[src/common/diag_pkg.sv]
// package: register map, field layout and timing constants of the diagnostic monitor
package diag_pkg;

  // ****************************************************************
  // register byte offsets
  // ****************************************************************
  localparam logic [7:0] ENABLE_CONTROL_OFFSET       = 8'h00;
  localparam logic [7:0] ENABLE_CONTROL_TWO_OFFSET   = 8'h04;
  localparam logic [7:0] CALIB_MEMORY_STATUS_OFFSET  = 8'h08;
  localparam logic [7:0] RAM_SELFTEST_STATUS_OFFSET  = 8'h0C;
  localparam logic [7:0] OUTPUT_ONE_DATA_OFFSET      = 8'h10;
  localparam logic [7:0] OUTPUT_TWO_DATA_OFFSET      = 8'h14;
  localparam logic [7:0] RESET_CAUSE_OFFSET          = 8'h18;

  // ****************************************************************
  // field positions
  // ****************************************************************
  localparam int OSC_MON_EN_BIT    = 0;
  localparam int CORE_WD_EN_BIT    = 1;
  localparam int WD_SERVICE_BIT    = 2;
  localparam int SELFTEST_START_BIT = 0;
  localparam int CRC_ERR_BIT       = 0;
  localparam int TRIM_ERR_BIT      = 1;
  localparam int SELFTEST_DONE_BIT = 0;
  localparam int SELFTEST_FAIL_BIT = 1;
  localparam int CAUSE_WD_BIT      = 0;
  localparam int DAC_WIDTH         = 12;

  // ****************************************************************
  // reset values
  // ****************************************************************
  localparam logic [2:0] ENABLE_CONTROL_RESET = 3'h3;

  // ****************************************************************
  // calibration layout and crc
  // ****************************************************************
  localparam int BANK_BYTES         = 16;
  localparam int CRC_BANK           = 5;
  localparam int CRC_BYTE_INDEX     = 8;
  localparam logic [7:0] CRC_POLY   = 8'h07;
  localparam logic [7:0] CRC_INIT   = 8'hFF;

  // ****************************************************************
  // timing
  // ****************************************************************
  localparam int CLK_HZ             = 100_000_000;
  localparam int WD_TIMEOUT_MS      = 500;
  localparam int WD_TIMEOUT_CYCLES  = (CLK_HZ / 1000) * WD_TIMEOUT_MS;
  localparam int OSC_MIN_MHZ        = 35;
  localparam int OSC_MAX_MHZ        = 45;
  localparam int OSC_GATE_US        = 10;
  localparam int OSC_GATE_CYCLES    = (CLK_HZ / 1_000_000) * OSC_GATE_US;
  localparam int OSC_MIN_COUNT      = OSC_MIN_MHZ * OSC_GATE_US;
  localparam int OSC_MAX_COUNT      = OSC_MAX_MHZ * OSC_GATE_US;

  // ****************************************************************
  // carriers and states
  // ****************************************************************
  typedef struct packed {
    logic       load;
    logic [2:0] bank;
    logic [3:0] index;
    logic [7:0] data;
  } cal_byte_type;

  typedef enum logic [1:0] {
    BIST_IDLE  = 2'b00,
    BIST_WRITE = 2'b01,
    BIST_READ  = 2'b10,
    BIST_DONE  = 2'b11
  } bist_state_type;

endpackage

[src/verilog/diagnostic_safety_monitor.sv]
// file: diagnostic and safety monitor top with apb register slave
//
// Our own choices: the APB slave port and the register offsets.
`timescale 1ns/10ps
module diagnostic_safety_monitor
  import diag_pkg::*;
#(
  parameter int WD_CYCLES   = WD_TIMEOUT_CYCLES,
  parameter int RAM_DEPTH   = 256,
  parameter int RAM_AW      = 8
) (
  input  wire logic                 pclk,
  input  wire logic                 presetn,
  input  wire logic                 psel,
  input  wire logic                 penable,
  input  wire logic                 pwrite,
  input  wire logic [7:0]           paddr,
  input  wire logic [31:0]          pwdata,
  output logic      [31:0]          prdata,
  output logic                      pready,
  output logic                      pslverr,
  input  wire logic                 main_osc_clk,
  input  wire logic                 trim_valid,
  input  wire cal_byte_type         cal_byte,
  output logic                      core_reset_n,
  output logic                      device_reset_req,
  output logic      [DAC_WIDTH-1:0] analog_output_one,
  output logic      [DAC_WIDTH-1:0] analog_output_two
);

  // ****************************************************************
  // apb decode
  // ****************************************************************
  logic wr_en;
  logic rd_en;
  logic hit;
  assign wr_en   = psel & penable & pwrite;
  assign rd_en   = psel & penable & ~pwrite;
  assign pready  = 1'b1;
  assign pslverr = psel & penable & ~hit;

  always_comb begin
    if (paddr == ENABLE_CONTROL_OFFSET) hit = 1'b1;
    else if (paddr == ENABLE_CONTROL_TWO_OFFSET) hit = 1'b1;
    else if (paddr == CALIB_MEMORY_STATUS_OFFSET) hit = 1'b1;
    else if (paddr == RAM_SELFTEST_STATUS_OFFSET) hit = 1'b1;
    else if (paddr == OUTPUT_ONE_DATA_OFFSET) hit = 1'b1;
    else if (paddr == OUTPUT_TWO_DATA_OFFSET) hit = 1'b1;
    else if (paddr == RESET_CAUSE_OFFSET) hit = 1'b1;
    else hit = 1'b0;
  end

  // ****************************************************************
  // control and data registers
  // ****************************************************************
  logic                 osc_en_r, osc_en_nxt;
  logic                 wd_en_r, wd_en_nxt;
  logic                 svc_r, svc_nxt;
  logic [DAC_WIDTH-1:0] out1_r, out1_nxt, out2_r, out2_nxt;
  logic                 wd_fire;
  logic                 start_wr;

  assign start_wr = wr_en && paddr == ENABLE_CONTROL_TWO_OFFSET
                    && pwdata[SELFTEST_START_BIT];

  always_comb begin
    osc_en_nxt = osc_en_r;
    wd_en_nxt  = wd_en_r;
    svc_nxt    = svc_r;
    out1_nxt   = out1_r;
    out2_nxt   = out2_r;
    if (wr_en && paddr == ENABLE_CONTROL_OFFSET) begin
      osc_en_nxt = pwdata[OSC_MON_EN_BIT];
      wd_en_nxt  = pwdata[CORE_WD_EN_BIT];
      svc_nxt    = pwdata[WD_SERVICE_BIT];
    end
    if (wr_en && paddr == OUTPUT_ONE_DATA_OFFSET) begin
      out1_nxt = pwdata[DAC_WIDTH-1:0];
    end
    if (wr_en && paddr == OUTPUT_TWO_DATA_OFFSET) begin
      out2_nxt = pwdata[DAC_WIDTH-1:0];
    end
    // only output data cleared; enables and others kept
    if (wd_fire) begin
      out1_nxt = '0;
      out2_nxt = '0;
    end
  end

  always_ff @(posedge pclk or negedge presetn) begin
    if (!presetn) begin
      osc_en_r <= ENABLE_CONTROL_RESET[OSC_MON_EN_BIT];
      wd_en_r  <= ENABLE_CONTROL_RESET[CORE_WD_EN_BIT];
      svc_r    <= 1'b0;
      out1_r   <= '0;
      out2_r   <= '0;
    end else begin
      osc_en_r <= osc_en_nxt;
      wd_en_r  <= wd_en_nxt;
      svc_r    <= svc_nxt;
      out1_r   <= out1_nxt;
      out2_r   <= out2_nxt;
    end
  end

  assign analog_output_one = out1_r;
  assign analog_output_two = out2_r;

  // ****************************************************************
  // software watchdog
  // ****************************************************************
  logic        svc_d_r;
  logic [31:0] wd_cnt_r, wd_cnt_nxt;
  logic        cause_r, cause_nxt;
  logic        svc_toggle;

  assign svc_toggle = svc_r ^ svc_d_r;
  assign wd_fire    = wd_en_r && !svc_toggle
                      && wd_cnt_r == 32'(WD_CYCLES - 1);

  always_comb begin
    wd_cnt_nxt = wd_cnt_r + 32'h1;
    cause_nxt  = cause_r;
    if (!wd_en_r || svc_toggle || wd_fire) begin
      wd_cnt_nxt = '0;
    end
    if (wd_fire) begin
      cause_nxt = 1'b1;
    end else if (wr_en && paddr == RESET_CAUSE_OFFSET
                 && !pwdata[CAUSE_WD_BIT]) begin
      cause_nxt = 1'b0;
    end
  end

  always_ff @(posedge pclk or negedge presetn) begin
    if (!presetn) begin
      svc_d_r  <= 1'b0;
      wd_cnt_r <= '0;
      cause_r  <= 1'b0;
    end else begin
      svc_d_r  <= svc_r;
      wd_cnt_r <= wd_cnt_nxt;
      cause_r  <= cause_nxt;
    end
  end

  // ****************************************************************
  // trim check and core reset
  // ****************************************************************
  logic trim_s1_r, trim_s2_r;
  logic trim_done_r, trim_done_nxt;
  logic trim_err_r, trim_err_nxt;
  logic core_rst_r, core_rst_nxt;

  always_comb begin
    trim_done_nxt = 1'b1;
    trim_err_nxt  = trim_err_r;
    if (!trim_done_r) begin
      trim_err_nxt = !trim_s2_r;
    end else if (wr_en && paddr == CALIB_MEMORY_STATUS_OFFSET
                 && !pwdata[TRIM_ERR_BIT]) begin
      trim_err_nxt = 1'b0;
    end
    // core held until the trim verdict is latched
    core_rst_nxt = trim_done_r && !wd_fire;
  end

  // synchroniser kept out of reset: it settles while reset is held
  always_ff @(posedge pclk) begin
    trim_s1_r <= trim_valid;
    trim_s2_r <= trim_s1_r;
  end

  always_ff @(posedge pclk or negedge presetn) begin
    if (!presetn) begin
      trim_done_r <= 1'b0;
      trim_err_r  <= 1'b0;
      core_rst_r  <= 1'b0;
    end else begin
      trim_done_r <= trim_done_nxt;
      trim_err_r  <= trim_err_nxt;
      core_rst_r  <= core_rst_nxt;
    end
  end

  assign core_reset_n = core_rst_r;

  // ****************************************************************
  // calibration crc over every bank except bank zero
  // ****************************************************************
  logic [7:0] crc_r, crc_nxt;
  logic       crc_err_r, crc_err_nxt;
  logic [7:0] crc_step;
  logic       is_crc_byte;

  // serial crc-8 on one byte per load
  always_comb begin
    // bank one byte zero starts a fresh sum
    crc_step = ((cal_byte.bank == 3'h1 && cal_byte.index == 4'h0)
                ? CRC_INIT : crc_r) ^ cal_byte.data;
    for (int i = 0; i < 8; i++) begin
      crc_step = crc_step[7] ? ((crc_step << 1) ^ CRC_POLY)
                             : (crc_step << 1);
    end
  end

  assign is_crc_byte = cal_byte.bank == 3'(CRC_BANK)
                       && cal_byte.index == 4'(CRC_BYTE_INDEX);

  always_comb begin
    crc_nxt     = crc_r;
    crc_err_nxt = crc_err_r;
    if (cal_byte.load) begin
      if (is_crc_byte) begin
        crc_err_nxt = crc_r != cal_byte.data;
        crc_nxt     = CRC_INIT;
      end else if (cal_byte.bank != 3'h0) begin
        crc_nxt = crc_step; // bank zero excluded
      end
    end
    // hardware verdict wins over a same-cycle clear
    if (!(cal_byte.load && is_crc_byte) && wr_en
        && paddr == CALIB_MEMORY_STATUS_OFFSET
        && !pwdata[CRC_ERR_BIT]) begin
      crc_err_nxt = 1'b0;
    end
  end

  always_ff @(posedge pclk or negedge presetn) begin
    if (!presetn) begin
      crc_r     <= CRC_INIT;
      crc_err_r <= 1'b0;
    end else begin
      crc_r     <= crc_nxt;
      crc_err_r <= crc_err_nxt;
    end
  end

  // ****************************************************************
  // ram self-test, march write then read-verify
  // ****************************************************************
  bist_state_type    bist_r, bist_nxt;
  logic [RAM_AW-1:0] baddr_r, baddr_nxt;
  logic              bfail_r, bfail_nxt;
  logic              bused_r, bused_nxt;
  logic              rd_pend_r, rd_pend_nxt;
  logic [RAM_AW-1:0] chk_addr_r;
  logic [7:0]        ram_rdata;
  logic              ram_we;
  logic              bdone;

  assign ram_we = bist_r == BIST_WRITE;
  // done waits for the last word's verdict
  assign bdone  = bist_r == BIST_DONE && !rd_pend_r;

  always_comb begin
    bist_nxt    = bist_r;
    baddr_nxt   = baddr_r;
    bfail_nxt   = bfail_r;
    bused_nxt   = bused_r;
    rd_pend_nxt = 1'b0;
    case (bist_r)
      BIST_IDLE: begin
        if (start_wr && !bused_r) begin
          bist_nxt  = BIST_WRITE;
          bused_nxt = 1'b1;
          baddr_nxt = '0;
        end
      end
      BIST_WRITE: begin
        baddr_nxt = baddr_r + 1'b1;
        if (baddr_r == RAM_AW'(RAM_DEPTH - 1)) begin
          bist_nxt  = BIST_READ;
          baddr_nxt = '0;
        end
      end
      BIST_READ: begin
        rd_pend_nxt = 1'b1;
        baddr_nxt   = baddr_r + 1'b1;
        if (baddr_r == RAM_AW'(RAM_DEPTH - 1)) begin
          bist_nxt = BIST_DONE;
        end
      end
      default: begin
        bist_nxt = BIST_DONE;
      end
    endcase
    // pattern is address xor 0x55
    if (rd_pend_r && ram_rdata != (8'(chk_addr_r) ^ 8'h55)) begin
      bfail_nxt = 1'b1;
    end
  end

  always_ff @(posedge pclk or negedge presetn) begin
    if (!presetn) begin
      bist_r     <= BIST_IDLE;
      baddr_r    <= '0;
      bfail_r    <= 1'b0;
      bused_r    <= 1'b0;
      rd_pend_r  <= 1'b0;
      chk_addr_r <= '0;
    end else begin
      bist_r     <= bist_nxt;
      baddr_r    <= baddr_nxt;
      bfail_r    <= bfail_nxt;
      bused_r    <= bused_nxt;
      rd_pend_r  <= rd_pend_nxt;
      chk_addr_r <= baddr_r;
    end
  end

  selftest_ram #(.DEPTH(RAM_DEPTH), .AW(RAM_AW)) u_ram (
    .pclk  (pclk),
    .we    (ram_we),
    .addr  (baddr_r),
    .wdata (8'(baddr_r) ^ 8'h55),
    .rdata (ram_rdata)
  );

  // ****************************************************************
  // main oscillator frequency monitor
  // ****************************************************************
  logic        osc_s1_r, osc_s2_r, osc_s3_r;
  logic [15:0] gate_r, gate_nxt, edges_r, edges_nxt;
  logic        dev_rst_r, dev_rst_nxt;

  // sampled at 100 MHz: only sees up to 50 MHz, enough for the window
  always_comb begin
    gate_nxt    = gate_r + 16'h1;
    edges_nxt   = edges_r + {15'h0, osc_s2_r & ~osc_s3_r};
    dev_rst_nxt = 1'b0;
    if (!osc_en_r) begin
      gate_nxt  = '0;
      edges_nxt = '0;
    end else if (gate_r == 16'(OSC_GATE_CYCLES - 1)) begin
      gate_nxt    = '0;
      edges_nxt   = '0;
      dev_rst_nxt = edges_r < 16'(OSC_MIN_COUNT)
                    || edges_r > 16'(OSC_MAX_COUNT);
    end
  end

  always_ff @(posedge pclk or negedge presetn) begin
    if (!presetn) begin
      osc_s1_r  <= 1'b0;
      osc_s2_r  <= 1'b0;
      osc_s3_r  <= 1'b0;
      gate_r    <= '0;
      edges_r   <= '0;
      dev_rst_r <= 1'b0;
    end else begin
      osc_s1_r  <= main_osc_clk;
      osc_s2_r  <= osc_s1_r;
      osc_s3_r  <= osc_s2_r;
      gate_r    <= gate_nxt;
      edges_r   <= edges_nxt;
      dev_rst_r <= dev_rst_nxt;
    end
  end

  assign device_reset_req = dev_rst_r;

  // ****************************************************************
  // read mux, service level deliberately not readable
  // ****************************************************************
  always_comb begin
    prdata = '0;
    if (!rd_en) prdata = '0;
    else if (paddr == ENABLE_CONTROL_OFFSET)
      prdata = {30'h0, wd_en_r, osc_en_r};
    else if (paddr == CALIB_MEMORY_STATUS_OFFSET)
      prdata = {30'h0, trim_err_r, crc_err_r};
    else if (paddr == RAM_SELFTEST_STATUS_OFFSET)
      prdata = {30'h0, bfail_r && bdone, bdone};
    else if (paddr == OUTPUT_ONE_DATA_OFFSET)
      prdata = {20'h0, out1_r};
    else if (paddr == OUTPUT_TWO_DATA_OFFSET)
      prdata = {20'h0, out2_r};
    else if (paddr == RESET_CAUSE_OFFSET)
      prdata = {31'h0, cause_r};
    else prdata = '0;
  end

endmodule // diagnostic_safety_monitor

[src/verilog/selftest_ram.sv]
// file: small synchronous ram with registered read data under test
`timescale 1ns/10ps
module selftest_ram
  import diag_pkg::*;
#(
  parameter int DEPTH = 256,
  parameter int AW    = 8
) (
  input  wire logic          pclk,
  input  wire logic          we,
  input  wire logic [AW-1:0] addr,
  input  wire logic [7:0]    wdata,
  output logic      [7:0]    rdata
);

  logic [7:0] mem [DEPTH];

  // no reset on the array: contents are whatever power-up left
  always_ff @(posedge pclk) begin
    if (we) begin
      mem[addr] <= wdata;
    end
    rdata <= mem[addr];
  end

endmodule // selftest_ram
[config.mk]
export PLATFORM = sky130hd
export DESIGN_NAME = diagnostic_safety_monitor
export DESIGN_NICKNAME = d
export VERILOG_FILES = /design/src/common/diag_pkg.sv /design/src/verilog/diagnostic_safety_monitor.sv /design/src/verilog/selftest_ram.sv
export SDC_FILE = /design/constraint.sdc
export NUM_CORES = 2
export LEC_CHECK = 0
export BUFFER_PORTS_ARGS = -buffer_cell sky130_fd_sc_hd__buf_4
export CAP_MARGIN = 20
export CORE_MARGIN = 2
export CORE_UTILIZATION = 40
export DETAILED_ROUTE_END_ITERATION = 6
export SETUP_SLACK_MARGIN = 0.5
export SLEW_MARGIN = 40
export SYNTH_ARGS = -nofsm -noshare
export SYNTH_HDL_FRONTEND = slang
export SYNTH_SLANG_ARGS = --single-unit
[constraint.sdc]
create_clock -name pclk -period 5.9 [get_ports pclk]
set_input_delay 0.295 -clock pclk [delete_from_list [all_inputs] [get_ports pclk]]
set_output_delay 0.295 -clock pclk [all_outputs]
set_load 0.05 [all_outputs]
# ---- Word-level counts from Yosys, hierarchy flattened
# Memories as Yosys holds them, arrays and structs flattened. A register that Yosys moved wholly into a read port is not among the register bits.
# Index checks and enable logic that the tools add are counted.
dict set report totals {
  reg_bits 132
  latchBits 0
  ramBits 2048
  rom_bits 0
  input_bits 63
  out_inout_bits 60
  wordCells 178
  n_memories 1
}
dict set report classes {
  addsub 4
  multipliers 0
  n_div 0
  n_lt_le_gt_ge 2
  n_eq_ne 21
  n_shift 0
  n_mux 53
  bitwise_logic 20
  reduce_logical 50
}
# memory depth width read_ports rd_clocked_by_memory_dff write_ports line_no
set mem_list {}
lappend mem_list {u_ram.mem 256 8 1 1 1 selftest_ram.sv:16} ;# logic [7:0] mem [DEPTH];
# cell n
set ops {}
lappend ops {{$mux W12} 10}
lappend ops {{$mux W16} 4}
lappend ops {{$mux W8} 5}
lappend ops {{$add A32 B1 Y32 const B} 1}
lappend ops {{$eq A32 B26 Y1 const B} 1}
lappend ops {{$mux W32} 1}
lappend ops {{$eq A8 B5 Y1 const B} 3}
lappend ops {{$mux W3} 8}
lappend ops {{$not A3 Y3} 8}
lappend ops {{$pmux W8 S3} 1}
lappend ops {{$logic_and A1 B1 Y1} 22}
lappend ops {{$mux W1} 20}
lappend ops {{$add A16 B1 Y16} 1}
lappend ops {{$add A16 B1 Y16 const B} 1}
lappend ops {{$eq A16 B10 Y1 const B} 1}
lappend ops {{$eq A8 B4 Y1 const B} 2}
lappend ops {{$gt A16 B9 Y1 const B} 1}
lappend ops {{$lt A16 B9 Y1 const B} 1}
lappend ops {{$ne A8 B8 Y1} 2}
lappend ops {{$reduce_bool A2 Y1} 6}
lappend ops {{$logic_not A1 Y1} 9}
lappend ops {{$add A8 B1 Y8 const B} 1}
lappend ops {{$eq A8 B3 Y1 const B} 1}
lappend ops {{$eq A8 B8 Y1 const B} 1}
lappend ops {{21 further kinds} 39}

# ---- Longest topological paths before layout
dict set report logic_depth {
  word_depth 22
  depth_mapped 13
  depth_no_buf 9
}

# ---- Modules after synthesis
# A second synthesis with hierarchy kept.
dict set report unflattened {
  cells_unflattened 4335
  area_unflattened_um2 85963.7
}
# mod instances cells_per_inst area_each_um2 seq_area_each_um2
set by_module_without_submodules {}
lappend by_module_without_submodules {selftest_ram 1 3547 78492.8 61659.1}
lappend by_module_without_submodules {diagnostic_safety_monitor 1 788 7470.9 3305.7}

# ---- Worst setup path after synthesis
# No wires, ideal clock.
dict set report synth_path {
  path_kind {register -> register}
  startpoint {reg baddr_r[2]}
  endpoint {reg u_ram.rdata[3] (read register of u_ram.mem)}
  setup_ns 0.135
  arrival_time_ns 6.115
  required_time_ns 5.765
  slack_ns -0.350
  stages_incl_launch_ff 10
  n_path_buf 3
  period_less_slack_ns 6.250
  cell_sequence {dfrtp_1 buf_2 inv_1 buf_1 clkbuf_1 a211oi_1 a32oi_1 a21oi_1 nor4_1 nand4_1}
}
# item line_no
set synth_lines {}
lappend synth_lines {{start, declared} diagnostic_safety_monitor.sv:243} ;# logic [RAM_AW-1:0] baddr_r, baddr_nxt;
lappend synth_lines {{start signal, assigned} diagnostic_safety_monitor.sv:304} ;# baddr_r <= baddr_nxt;
lappend synth_lines {{end, declared} selftest_ram.sv:13} ;# output logic [7:0] rdata

==> results.ini <==
[outcome]
outcome = finished clean

[timing]
maxSlewViolCount = 0
setup_ws_ps = 1556
fin_tns_setup_ps = 0
maxSlewHeadroom_pct = 40.30
setup_viol = 0
finalHoldWorstSlack_ps = 76.44
fmax_ghz = 0.2302
finClkSkew_ps = 62.22
rsz0062_at_grt = false
tightest_slew_ps = 893.0
final.min_clock_period_ps = 4344
hold_violations = 0
fin_crit_sh_pct = 73.63

[floorplanning]
placementRows = 170
die_w_um = 468.2
die-area_mm2 = 0.2192
die_h_um = 468.2
pin_count = 123
start_util_pct = 40.19
coreArea_mm2 = 0.2144

[placed_design]
hpwl_mm = 131.8
gp_congestion = 0.8409
port_buffers = 81
place_ws_ps = 1455

[synth]
synth_edf_count = 2048
synth.area.mux_share_pct = 16.05
synth-simple-area-share_pct = 3.940
synthFlopType = edfxtp_1
synthTopCellsByArea = edfxtp_1, mux4_2, dfrtp_1
synth_area_mm2 = 0.08618
synth_xor_area_share_pct = 0.9452
yosys_warnings = 0
synthAdderAreaFrac_pct = 0.2178
synth_compound_area_share_pct = 1.886
synth_cell_types = 69
ys_ff_latch = 2188
yosysSeqAreaShare_pct = 75.38
synthCells = 4225
synth_top_area_share_pct = 71.36
synth_top_family_by_area = multiplexers
yosys.area.top_type = edfxtp_1
syn_avg_cell_area_um2 = 20.40
async_reset_ff_share_pct = 5.941

[clocking]
htree_num_levels = 4
cts_inserted_buffers = 220
clkTransAtPathRegs_ps = 60
clk_latency_ps = 860
cts_tree = done
clockBufferDepth = 3
clock_sinks = 2188
cts_root_buf = clkbuf_16

[pwr]
total_power_mw = 36.83
p_per_area_mw_per_mm2 = 373.5
vdd_drop_max_mv = 0.3361
power_leakage_nw = 31.81

[global_route]
grt_pass1_wl_mm = 309.1
grt_start_max_net_pins = 194
grt_pass1_vias = 43090
grt_usage_pct = 19.49
grt_overflow = 0
antenna_found_initial = 8

[job]
maxCapViolations = 0

[worst_setup_path]
crit_family = compound AO/OA/AOI/OAI gates
cp.arrival_ps = 5080
cp-end-kind = register
crit_path_start_kind = register
crit_fanout = 68
rrSetupSlack_ps = 1560
cp_num_buf_inv = 2
crit_path_top_delay_cell = dfrtp_4
crit_type = register to register
max_stage_delay_ps = 950
cp.required_ps = 6630
path_cells = buf_12 > mux4_2 > a22o_1 > a221oi_1 > nor2_1 > a2111oi_0 > buf_4 > or3b_1

[route]
num_vias = 42708
drc = 0
drtIter0Drc = 4644
drtPass1Iterations = 6
via_per_inst = 5.649
wl_per_cell_um = 28.26
ant_nets = 0
routed_wl_mm = 213.7

[final_layout]
drive_above_1_share_pct = 27.42
fin_nets = 4614
area_growth_pct = 14.43
fill_cells = 17837

[min_path]
hp-class = input pin to register

[per-stage QoR]
| stage | utilization [%] | instances | instance area (µm²) |
|---|---|---|---|
| final | 45.99 | 7560 | 98610 |
| after global routing | 45.99 | 7559 | 98610 |
| after CTS | 45.91 | 7558 | 98440 |
| after detailed placement | 42.50 | 7115 | 91130 |
| after global placement | 42.44 | 7114 | 91000 |
| after floorplan | - | 4245 | 86260 |
[cells by family (layout without fill, tap and decap cells)]
group / count (synthesis) / after routing
other: 2 / 24
DFF: 2188 / 2188
AOI/OAI and AO/OA: 231 / 231
adders and majority gates: 15 / 15
buffers and inverters: 271 / 746
xor gates and xnor gates: 93 / 93
muxes: 679 / 679
and+or+nand+nor: 746 / 746
[power breakdown]
part / internal, mW / total, mW / switching, mW
Sequential: 17.3 / 17.5 / 0.189
Clock: 7.61 / 13.5 / 5.90
Combinational: 2.50 / 5.84 / 3.34
[worst reg2reg max path, delay by kind of cell (launching register included)]
| family | cells | cell delay (ps) |
|---|---|---|
| buffers and inverters | 2 | 790 |
| and+or+nand+nor | 2 | 620 |
| muxes | 1 | 630 |
| AOI/OAI and AO/OA | 3 | 1250 |
| DFF | 1 | 950 |
[placed cells by master, fill, tap and decap left out, drive strengths merged, types with 12 or more instances in the layout]
cell type,Yosys,final
edfxtp,2048,2048
mux4,562,562
nor2,392,392
buf,130,286
clkbuf,123,286
dfrtp,120,120
mux2i,112,112
nand2,97,97
clkinv,1,91
a22oi,68,68
nand3,65,65
xnor2,50,50
a21oi,49,49
xor2,43,43
dlygate4sd3,0,36
and3,32,32
nor2b,27,27
nor3,26,26
inv,17,26
nand4,25,25
conb,2,22
o21ai,22,22
nor4,22,22
ha,15,15
bufinv,0,15
a211oi,12,12
[final cells by class]
cell class | count | area [µm²] | share of cell area [%]
Clock buffer | 286 | 5804 | 5.886
Antenna cell | 2 | 5.005 | 0.005075
Sequential cell | 2188 | 64990 | 65.90
Timing Repair Buffer | 322 | 2726 | 2.765
Tap cell | 2838 | 3551 | 3.601
Inverter | 18 | 107.6 | 0.1091
Multi-Input combinational cell | 1786 | 20300 | 20.58
Clock inverter | 120 | 1134 | 1.150
[synth_stat cells (all sizes together), types with 4 or more instances]
cell type / count
dfstp: 10
or2: 4
and3: 32
and4: 6
a31oi: 8
and2: 8
nor2b: 27
nor2: 392
o31ai: 6
nor4: 22
a2111oi: 6
mux2i: 112
o32ai: 8
dfxtp: 10
mux4: 562
mux2: 5
a211oi: 12
nor4b: 5
edfxtp: 2048
o22ai: 8
nand2b: 9
xor2: 43
nand3: 65
dfrtp: 120
buf: 130
o211ai: 4
inv: 17
a22oi: 68
clkbuf: 123
a22o: 10
nand2: 97
nand3b: 4
or3: 11
o21ai: 22
a21oi: 49
a221oi: 5
ha: 15
xnor2: 50
nand4: 25
nor3: 26
[registers in the layout, summed over array words and instances (netlist names), 2 cells and up]
signal and count:
analog_output_one 12, analog_output_two 12, baddr_r 8, bist_r 2
chk_addr_r 8, crc_r 8, edges_r 16, gate_r 16
u_ram.mem 2048, u_ram.rdata 8, wd_cnt_r 32
[repair_timing]
action / in CTS / in global routing
setup buffers: 0 / 0
hold buffers: 37 / 0
endpoints found under the hold margin: 113 / 0
resized for setup: 0 / 0
[worst paths after layout]
kind,from,endpoint,cells past startpoint
max,baddr_r[0],u_ram.rdata[1],8
min,cal_byte[1],crc_r[1],5
max reg2reg,baddr_r[0],u_ram.rdata[1],8
min reg2reg,trim_s1_r,trim_s2_r,0
max in group asynchronous,presetn,baddr_r[7],4
min in group asynchronous,presetn,wd_cnt_r[5],3
[routing by layer]
metal | vias up | part of all wire [%] | global-route usage, %
li1 | 17958 | - | -
met2 | 1610 | 47 | 30.41
met4 | 10 | 2.7 | 5.773
met3 | 311 | 8.1 | 4.494
met1 | 22819 | 42 | 27.38
met5 | - | 0.029 | 0
Power figures use the tool's default switching activity.
